File: config.mk
export PLATFORM = sky130hd
export DESIGN_NAME = sew_write_cmd
export DESIGN_NICKNAME = d
export VERILOG_FILES = /design/src/core/sew_write_cmd.v
export VERILOG_INCLUDE_DIRS = /design/src /design/src/include
export SDC_FILE = /design/constraint.sdc
export NUM_CORES = 2
export LEC_CHECK = 0
export ABC_AREA = 1
export BUFFER_PORTS_ARGS = -buffer_cell sky130_fd_sc_hd__buf_2
export CAP_MARGIN = 20
export CELL_PAD_IN_SITES_DETAIL_PLACEMENT = 1
export CELL_PAD_IN_SITES_GLOBAL_PLACEMENT = 2
export CORE_AREA = 3 3 705 707
export CTS_CLUSTER_DIAMETER = 50
export DETAILED_ROUTE_END_ITERATION = 8
export DIE_AREA = 0 0 708 710
export GPL_TIMING_DRIVEN = 0
export HOLD_SLACK_MARGIN = 0.03
export PLACE_DENSITY = 0.39
export SLEW_MARGIN = 20
export SYNTH_ARGS = -nofsm -noshare
export SYNTH_HDL_FRONTEND = slang
export SYNTH_SLANG_ARGS = --single-unit
export TNS_END_PERCENT = 20
File: constraint.sdc
create_clock -name sys_clk -period 8.2 [get_ports sys_clk]
set_clock_uncertainty 0.2 [all_clocks]
set_input_delay 0.41 -clock sys_clk [delete_from_list [all_inputs] [get_ports sys_clk]]
set_output_delay 0.41 -clock sys_clk [all_outputs]
set_load 0.1 [all_outputs]
File: src/include/sew_consts.vh
/*
 * constants of the secure write command block: register offsets, zone
 * codes, command fields, policy fields and status codes.
 * assumes a 32-bit apb master and an eeprom port that answers with ack.
 */
`ifndef SEW_CONSTS_VH
`define SEW_CONSTS_VH
// ****************************************
// register byte offsets
// ****************************************
`define SEW_OFF_CTRL        12'h000
`define SEW_OFF_CMD         12'h004
`define SEW_OFF_STATUS      12'h008
`define SEW_OFF_DATA        12'h020
`define SEW_OFF_MAC         12'h040
`define SEW_OFF_END         12'h060
// ****************************************
// command fields
// ****************************************
`define SEW_OPC_WRITE       8'h12
`define SEW_ZB_SIZE32       7
`define SEW_ZB_ENC          6
`define SEW_ZONE_CFG        2'h0
`define SEW_ZONE_OTP        2'h1
`define SEW_ZONE_DATA       2'h2
`define SEW_CFG_BLOCKS      5'h03
`define SEW_OTP_BLOCKS      5'h02
`define SEW_DATA_BLOCKS     5'h10
// ****************************************
// slot policy word fields and the otp consume mode value
// ****************************************
`define SEW_POL_ENC         14
`define SEW_POL_WCFG_HI     15
`define SEW_POL_WCFG_LO     12
`define SEW_POL_WKEY_HI     11
`define SEW_POL_WKEY_LO     8
`define SEW_POL_SECRET      7
`define SEW_WCFG_ALWAYS     4'h0
`define SEW_OTP_CONSUME     8'h55
// ****************************************
// status codes and reset values
// ****************************************
`define SEW_ST_OK           8'h00
`define SEW_ST_MAC          8'h01
`define SEW_ST_PARSE        8'h03
`define SEW_ST_EXEC         8'h0F
`define SEW_ST_RESET        8'hFF
`endif

File: src/core/sew_write_cmd.v
/*
 * write command engine: apb register file holding one write command,
 * its value and mac fields; checks zone, size, address, lock state and
 * slot policy, decrypts with the scratch key, has the mac of encrypted data
 * zone writes checked by an outside sha engine and only then programs the eeprom.
 * assumes lock state, policy words and scratch key come from same-clock
 * logic, and that the sha engine and eeprom answer with one-cycle pulses.
 */
`include "sew_consts.vh"

module sew_write_cmd (
    input  wire         sys_clk,          // 200 mhz clock
    input  wire         arst_n,           // async reset, active low
    input  wire         psel,             // apb select
    input  wire         penable,          // apb access phase
    input  wire         pwrite,           // apb direction
    input  wire [11:0]  paddr,            // apb byte address
    input  wire [31:0]  pwdata,           // apb write data
    output reg          pready,           // apb ready
    output reg  [31:0]  prdata,           // apb read data
    output reg          pslverr,          // apb error, unmapped or unaligned address
    input  wire         config_locked,    // configuration zone locked
    input  wire         data_locked,      // data and otp zones locked
    input  wire [7:0]   otp_policy_byte,  // otp zone mode
    input  wire [255:0] slot_policy_words,// 16 slot policy words, slot 0 low
    input  wire [15:0]  odd_slot_source_setting, // origin wanted per odd slot
    input  wire [95:0]  cfg_ro_mask,      // config bytes never writable
    input  wire [255:0] scratch_key_value,// scratch key register
    input  wire         scratch_key_valid,// scratch key valid
    input  wire         scratch_key_digest_generate_command,// made by digest generation
    input  wire [3:0]   key_slot_tag,     // slot used to make scratch key
    input  wire         key_origin_flag,  // 1 when origin is random
    output reg          sha_start,        // pulse: hash the write message
    output reg  [31:0]  sha_params,       // address, zone and opcode
    output reg  [255:0] sha_text,         // plaintext value
    input  wire         sha_done,         // pulse: digest ready
    input  wire [255:0] sha_digest,       // computed mac
    output reg          ee_rd,            // read request, held to ack
    output reg          ee_wr,            // write request, held to ack
    output reg  [1:0]   ee_zone,          // zone of access
    output reg  [3:0]   ee_block,         // block or slot
    output reg  [255:0] ee_wdata,         // block write data
    output reg  [31:0]  ee_be,            // byte enables
    input  wire         ee_ack,           // pulse: access done
    input  wire [255:0] ee_rdata,         // block read data
    output reg          busy,             // command in progress
    output reg  [7:0]   status_byte       // last answer
);
    localparam S_IDLE  = 3'd0;
    localparam S_CHECK = 3'd1;
    localparam S_MAC   = 3'd2;
    localparam S_READ  = 3'd3;
    localparam S_WRITE = 3'd4;

    reg  [2:0]   state_reg;
    reg  [31:0]  cmd_reg;
    reg  [31:0]  data_reg [0:7];
    reg  [31:0]  mac_reg  [0:7];
    wire [255:0] data_flat;
    wire [255:0] mac_flat;
    wire         apb_done;
    wire         map_ok;

    // ****************************************
    // apb slave: one wait state, then registered answer
    // ****************************************
    assign apb_done = psel & penable & pready;
    assign map_ok   = (paddr < `SEW_OFF_END) && (paddr[1:0] == 2'h0);

    always @(posedge sys_clk or negedge arst_n)
    begin
        if (!arst_n)
        begin
            pready  <= 1'b0;
            prdata  <= 32'h0000_0000;
            pslverr <= 1'b0;
        end
        else
        begin
            pready  <= psel & penable & ~pready;
            pslverr <= psel & penable & ~pready & ~map_ok;
            prdata  <= 32'h0000_0000;
            if (psel & penable & ~pready & ~pwrite)
            begin
                if (paddr == `SEW_OFF_CTRL)
                    prdata <= {31'h0, busy};
                else if (paddr == `SEW_OFF_CMD)
                    prdata <= cmd_reg;
                else if (paddr == `SEW_OFF_STATUS)
                    prdata <= {23'h0, busy, status_byte};
                else if (paddr >= `SEW_OFF_DATA && paddr < `SEW_OFF_MAC)
                    prdata <= data_reg[paddr[4:2]];
                else if (paddr >= `SEW_OFF_MAC && paddr < `SEW_OFF_END)
                    prdata <= mac_reg[paddr[4:2]];
            end
        end
    end

    // value and mac words; ignored while a command runs
    genvar gi;
    generate
        for (gi = 0; gi < 8; gi = gi + 1)
        begin : g_word
            assign data_flat[gi*32 +: 32] = data_reg[gi];
            assign mac_flat[gi*32 +: 32]  = mac_reg[gi];
            always @(posedge sys_clk or negedge arst_n)
            begin
                if (!arst_n)
                begin
                    data_reg[gi] <= 32'h0000_0000;
                    mac_reg[gi]  <= 32'h0000_0000;
                end
                else if (apb_done && pwrite && !busy)
                begin
                    if (paddr == `SEW_OFF_DATA + gi * 4)
                        data_reg[gi] <= pwdata;
                    if (paddr == `SEW_OFF_MAC + gi * 4)
                        mac_reg[gi] <= pwdata;
                end
            end
        end
    endgenerate

    // ****************************************
    // command decode
    // ****************************************
    wire [7:0]  opcode   = cmd_reg[7:0];
    wire [7:0]  zone_sel = cmd_reg[15:8];
    wire [15:0] address  = cmd_reg[31:16];
    wire        size32   = zone_sel[`SEW_ZB_SIZE32];
    wire [1:0]  zone     = zone_sel[1:0];
    wire [3:0]  blk      = address[6:3];
    wire [2:0]  word     = address[2:0];
    wire [15:0] pol      = slot_policy_words[blk*16 +: 16];
    wire [3:0]  wcfg     = pol[`SEW_POL_WCFG_HI:`SEW_POL_WCFG_LO];
    wire        always_w = (wcfg == `SEW_WCFG_ALWAYS);
    wire        is_data  = (zone == `SEW_ZONE_DATA);
    wire        is_otp   = (zone == `SEW_ZONE_OTP);
    wire        is_cfg   = (zone == `SEW_ZONE_CFG);
    // after lock the zone bit is ignored for slots
    wire        enc      = (data_locked && is_data) ? pol[`SEW_POL_ENC]
                                                    : zone_sel[`SEW_ZB_ENC];
    wire [4:0]  zblocks  = is_cfg ? `SEW_CFG_BLOCKS :
                           is_otp ? `SEW_OTP_BLOCKS : `SEW_DATA_BLOCKS;
    wire [31:0] be       = size32 ? 32'hFFFF_FFFF
                                  : (32'h0000_000F << {word, 2'b00});
    wire [127:0] ro_pad  = {32'h0000_0000, cfg_ro_mask};
    wire        ro_hit   = |(ro_pad[blk[1:0]*32 +: 32] & be);
    wire [255:0] plain   = enc ? (data_flat ^ scratch_key_value)
                               : data_flat;
    wire [255:0] wdata   = size32 ? plain : {8{plain[31:0]}};

    reg  [7:0]  chk_code;
    reg         need_mac;
    reg         consume;

    always @*
    begin
        chk_code = `SEW_ST_OK;
        need_mac = 1'b0;
        consume  = 1'b0;
        if (opcode != `SEW_OPC_WRITE || zone_sel[5:2] != 4'h0 || zone == 2'h3)
            chk_code = `SEW_ST_PARSE;
        else if ({1'b0, blk} >= zblocks)
            chk_code = `SEW_ST_PARSE;
        else if (is_cfg)
        begin
            if (config_locked || zone_sel[`SEW_ZB_ENC])
                chk_code = `SEW_ST_EXEC;
            else if (ro_hit)
                chk_code = `SEW_ST_EXEC;
        end
        else if (!config_locked)
            chk_code = `SEW_ST_EXEC;
        else if (!data_locked && !size32)
            chk_code = `SEW_ST_EXEC;
        else if (!size32 && (enc || (is_data && (pol[`SEW_POL_SECRET] || !always_w))))
            chk_code = `SEW_ST_EXEC;
        else if (is_otp && data_locked && enc)
            chk_code = `SEW_ST_EXEC;
        else if (is_otp && data_locked && otp_policy_byte != `SEW_OTP_CONSUME)
            chk_code = `SEW_ST_EXEC;
        else if (is_data && data_locked && !always_w && !pol[`SEW_POL_ENC])
            chk_code = `SEW_ST_EXEC;
        else if (enc && !(scratch_key_valid && scratch_key_digest_generate_command))
            chk_code = `SEW_ST_EXEC;
        else if (enc && data_locked &&
                 key_slot_tag != pol[`SEW_POL_WKEY_HI:`SEW_POL_WKEY_LO])
            chk_code = `SEW_ST_EXEC;
        else if (enc && is_data && !blk[0] && !key_origin_flag)
            chk_code = `SEW_ST_EXEC;
        else if (enc && is_data && blk[0] &&
                 key_origin_flag != odd_slot_source_setting[blk])
            chk_code = `SEW_ST_EXEC;
        else
        begin
            need_mac = enc && is_data;
            consume  = is_otp && data_locked;
        end
        // otp unlocked: every otp byte writable
    end

    // ****************************************
    // command sequencer
    // ****************************************
    always @(posedge sys_clk or negedge arst_n)
    begin
        if (!arst_n)
        begin
            state_reg   <= S_IDLE;
            cmd_reg     <= 32'h0000_0000;
            busy        <= 1'b0;
            status_byte <= `SEW_ST_RESET;
            sha_start   <= 1'b0;
            sha_params  <= 32'h0000_0000;
            sha_text    <= 256'h0;
            ee_rd       <= 1'b0;
            ee_wr       <= 1'b0;
            ee_zone     <= 2'h0;
            ee_block    <= 4'h0;
            ee_wdata    <= 256'h0;
            ee_be       <= 32'h0000_0000;
        end
        else
        begin
            sha_start <= 1'b0;
            case (state_reg)
                S_IDLE:
                begin
                    if (apb_done && pwrite && paddr == `SEW_OFF_CMD)
                        cmd_reg <= pwdata;
                    if (apb_done && pwrite && paddr == `SEW_OFF_CTRL && pwdata[0])
                    begin
                        busy      <= 1'b1;
                        state_reg <= S_CHECK;
                    end
                end
                S_CHECK:
                begin
                    // nothing touches the eeprom until every check passed
                    ee_zone  <= zone;
                    ee_block <= blk;
                    ee_wdata <= wdata;
                    ee_be    <= be;
                    if (chk_code != `SEW_ST_OK)
                    begin
                        status_byte <= chk_code;
                        busy        <= 1'b0;
                        state_reg   <= S_IDLE;
                    end
                    else if (need_mac)
                    begin
                        sha_start  <= 1'b1;
                        sha_params <= cmd_reg;
                        sha_text   <= plain;
                        state_reg  <= S_MAC;
                    end
                    else if (consume)
                    begin
                        ee_rd     <= 1'b1;
                        state_reg <= S_READ;
                    end
                    else
                    begin
                        ee_wr     <= 1'b1;
                        state_reg <= S_WRITE;
                    end
                end
                S_MAC:
                begin
                    if (sha_done)
                    begin
                        if (sha_digest == mac_flat)
                        begin
                            ee_wr     <= 1'b1;
                            state_reg <= S_WRITE;
                        end
                        else
                        begin
                            status_byte <= `SEW_ST_MAC;
                            busy        <= 1'b0;
                            state_reg   <= S_IDLE;
                        end
                    end
                end
                S_READ:
                begin
                    if (ee_ack)
                    begin
                        ee_rd     <= 1'b0;
                        ee_wdata  <= ee_rdata & ee_wdata;
                        ee_wr     <= 1'b1;
                        state_reg <= S_WRITE;
                    end
                end
                S_WRITE:
                begin
                    if (ee_ack)
                    begin
                        ee_wr       <= 1'b0;
                        status_byte <= `SEW_ST_OK;
                        busy        <= 1'b0;
                        state_reg   <= S_IDLE;
                    end
                end
                default:
                begin
                    state_reg <= S_IDLE;
                    busy      <= 1'b0;
                end
            endcase
        end
    end

endmodule // sew_write_cmd

==> results.sh <==
export IMPL_syn_area_mm2=0.0590
export IMPL_cts_reportedPaths_clkPinSlew_ps=50
export IMPL_yosysWarnings=0
export IMPL_synth_top_area_share_pct=48.5
export IMPL_routed_wl_um=597000
export IMPL_grt_pass1_wl_um=757000
export IMPL_cp_common_cell="nand2_1"
export IMPL_yosysSeqAreaShare_pct=48.6
export IMPL_clkLatencyLatePin_ps=970
export IMPL_pwr_share_clk_pct=59.5
export IMPL_cts_setup_buffers=0
export IMPL_synth_async_reset_ratio_pct=100
export IMPL_routed_via_density=4.02
export IMPL_cts_max_path_buffers=4
export IMPL_ioPinCount=1832
export IMPL_syn_inst=7727
export IMPL_fmax_mhz=158
export IMPL_numPortBuffers=1718
export IMPL_worst_setup_path_end_kind="flop"
export IMPL_fp_dieW_um=708
export IMPL_finalNetCount=11700
export IMPL_critPathLaunchType="flop"
export IMPL_coreArea_mm2=0.490
export IMPL_syn_avg_cell_area_um2=7.64
export IMPL_route_detailed_drc=0
export IMPL_cts_tree="yes"
export IMPL_p_per_area_mw_per_mm2=208
export IMPL_fillers=58500
export IMPL_p_sw_w=0.00583
export IMPL_die_h_um=710
export IMPL_grt_util_all_layers_pct=22.9
export IMPL_hp_start="pwdata[31]"
export IMPL_areaGrowthSynthToFinish_pct=61.0
export IMPL_p_leak_nw=49.1
export IMPL_drv_slew=0
export IMPL_r2r_start="cmd_reg[21]"
export IMPL_gp_congestion=0.909
export IMPL_intPower_w=0.0139
export IMPL_yosysTopAreaCell="dfrtp_1"
export IMPL_final_common_cell="nand2_1"
export IMPL_critPathKind="reg2reg"
export IMPL_ys_ff_latch=1147
export IMPL_final_cell_mix="nand2_1, buf_2, dfrtp_1"
export IMPL_required_ps=8880
export IMPL_drive_gt1_share_pct=23.7
export IMPL_vias=69600
export IMPL_pwr_share_comb_pct=11.5
export IMPL_cp_startpoint="cmd_reg[21]"
export IMPL_cpMaxStageDelayCell="xor2_1"
export IMPL_status="finished clean"
export IMPL_rsz0062_at_grt="false"
export IMPL_ys_types=52
export IMPL_antenna_found_initial=265
export IMPL_start_util_pct=12.0
export IMPL_grt_max_degree=109
export IMPL_worstPathArrival_ps=7020
export IMPL_finalWorstPathRequiredPeriod_ps=6340
export IMPL_cts_root_buf="clkbuf_16"
export IMPL_cts_buffers=280
export IMPL_peakVddDrop_uv=140
export IMPL_hold_viol=0
export IMPL_ys_flop_type="dfrtp_1"
export IMPL_worst_pin_slew_ps=1300
export IMPL_first_global_vias=73600
export IMPL_floorplan_rows=257
export IMPL_clkSinkCount=1147
export IMPL_ant_nets=0
export IMPL_slew_limit_headroom_pct=13.1
export IMPL_period_share_pct=77.3
export IMPL_hp_class="in2reg"
export IMPL_path_max_fanout=10
export IMPL_crit_path_cell_trace="inv_2 > clkbuf_1 > nand2_1 > nand2_1 > nand2_1 > nand3_1 > nand2_2 > inv_2 > buf_2 > buf_1 > nand2_1 > xor2_1 > nand2_1 > nand2_1 > nand2_1 > nand2_1 > dlygate4sd3_1"
export IMPL_power_frac_seq_pct=29.0
export IMPL_die_area_mm2=0.503
export IMPL_slowest_delay_ps=950
export IMPL_synth_edf_count=0
export IMPL_dr_pass1_iters=7
export IMPL_drt_wirelength_per_cell_um=34.5
export IMPL_htree_levels=5
export IMPL_drtIter0Drc=4868
export IMPL_hpwl_um=502000
export IMPL_syn_nets=8933
export IMPL_switching_share_pct=29.5
export IMPL_grt_overflow_total=0
export IMPL_total_power_w=0.0198
export IMPL_yosys_top_cells_area="dfrtp_1, nand2_1, o21ai_0"
export IMPL_finalSetupViolCount=0
export IMPL_maxCapViolations=0
export IMPL_fin_setup_tns_ps=0
[kinds of logic after synthesis]
| group | synth area share [%] |
|---|---|
| AND/OR/NAND/NOR | 24.4 |
| flip-flops | 48.6 |
| adder cells (fa/ha/maj) | 0.0424 |
| buffers and inverters | 7.27 |
| AO/OA/AOI/OAI | 12.2 |
| XOR/XNOR | 7.41 |
[synthesized netlist by cell type (4+ instances only)]
library cell and instances:
a22oi_1 8, a221oi_1 8, a211oi_1 6, a31oi_1 6, nand3_1 114, or2_2 9
o21ai_0 948, nor4_1 39, o211ai_1 32, nand2_1 2976, buf_2 48, a21oi_1 75
o21ai_1 6, dfrtp_1 1143, clkbuf_1 329, nand3b_1 4, buf_1 35, inv_1 560
xnor2_1 151, dfstp_2 4, nand4_1 47, xor2_1 348, nor3_1 17, buf_4 49
inv_2 6, o2111ai_1 18, buf_6 15, nor2_1 481, nor3b_1 6, o311ai_0 17
o22ai_1 191
[worst max-delay path, delay by kind of cell, from the launching register on]
| kind | cells | cell delay (ps) |
|---|---|---|
| flip-flops | 1 | 500 |
| XOR/XNOR | 1 | 950 |
| AND/OR/NAND/NOR | 10 | 1240 |
| buffers and inverters | 6 | 3320 |
[area by class of cell]
type                            instances  area [um^2]  share of cell area (%)
Clock inverter                        147         1880                    1.98
Buffer                                477         2240                    2.36
Timing Repair Buffer                 2534        17700                    18.6
Tap cell                             6475         8100                    8.53
Sequential cell                      1147        28700                    30.2
Inverter                              570         2140                    2.25
Antenna cell                           82          205                   0.216
Multi-Input combinational cell       5533        26200                    27.6
Clock buffer                          361         7810                    8.23
[power by group through the flow]
stage / Clock [W] / Sequential, W / Combinational (W)
global placement: 0 / 0.00584 / 0.00196
detailed placement: 0 / 0.00583 / 0.00205
finish: 0.0118 / 0.00573 / 0.00227
CTS: 0.0121 / 0.00574 / 0.00232
global route: 0.0123 / 0.00573 / 0.00243
floorplan: 0 / 0.00591 / 0.000604
[path summary, 6_finish.rpt]
kind	slack (ps)	to	depth (start not counted)
setup / recovery	1860	ee_wdata[70]	17
hold / removal	90	mac_flat[223]	3
setup reg to reg	1860	ee_wdata[70]	17
hold reg to reg	270	sha_text[153]	2
max in group asynchronous	5370	ee_wdata[165]	6
min in group asynchronous	410	sha_text[64]	4
[per-stage QoR]
stage	util, %	hold slack (ps)	instance area [um^2]	worst slack [ps]	cells
after floorplan	-	-85.6	59000	5190	7727
after global placement	15.4	244	75700	-23690	15900
after detailed placement	15.9	108	77800	2090	16000
after CTS	19.3	34.7	94800	1680	17200
after global routing	19.3	38.9	94900	1600	17300
final	19.4	85.6	95000	1860	17300
[layer usage]
layer	vias up	wire (um)	GRT usage, %
met5	-	70	0
met4	12	19500	6.56
met3	838	26800	3.03
met2	2723	293000	40.2
met1	35700	258000	29.3
li1	30400	-	-
[repair_timing]
| action | 4_1_cts | 5_1_grt |
|---|---|---|
| gates resized for setup | 0 | 0 |
| endpoints found under the hold margin | 926 | 0 |
| hold buffers | 724 | 0 |
Power figures use the tool's default switching activity.
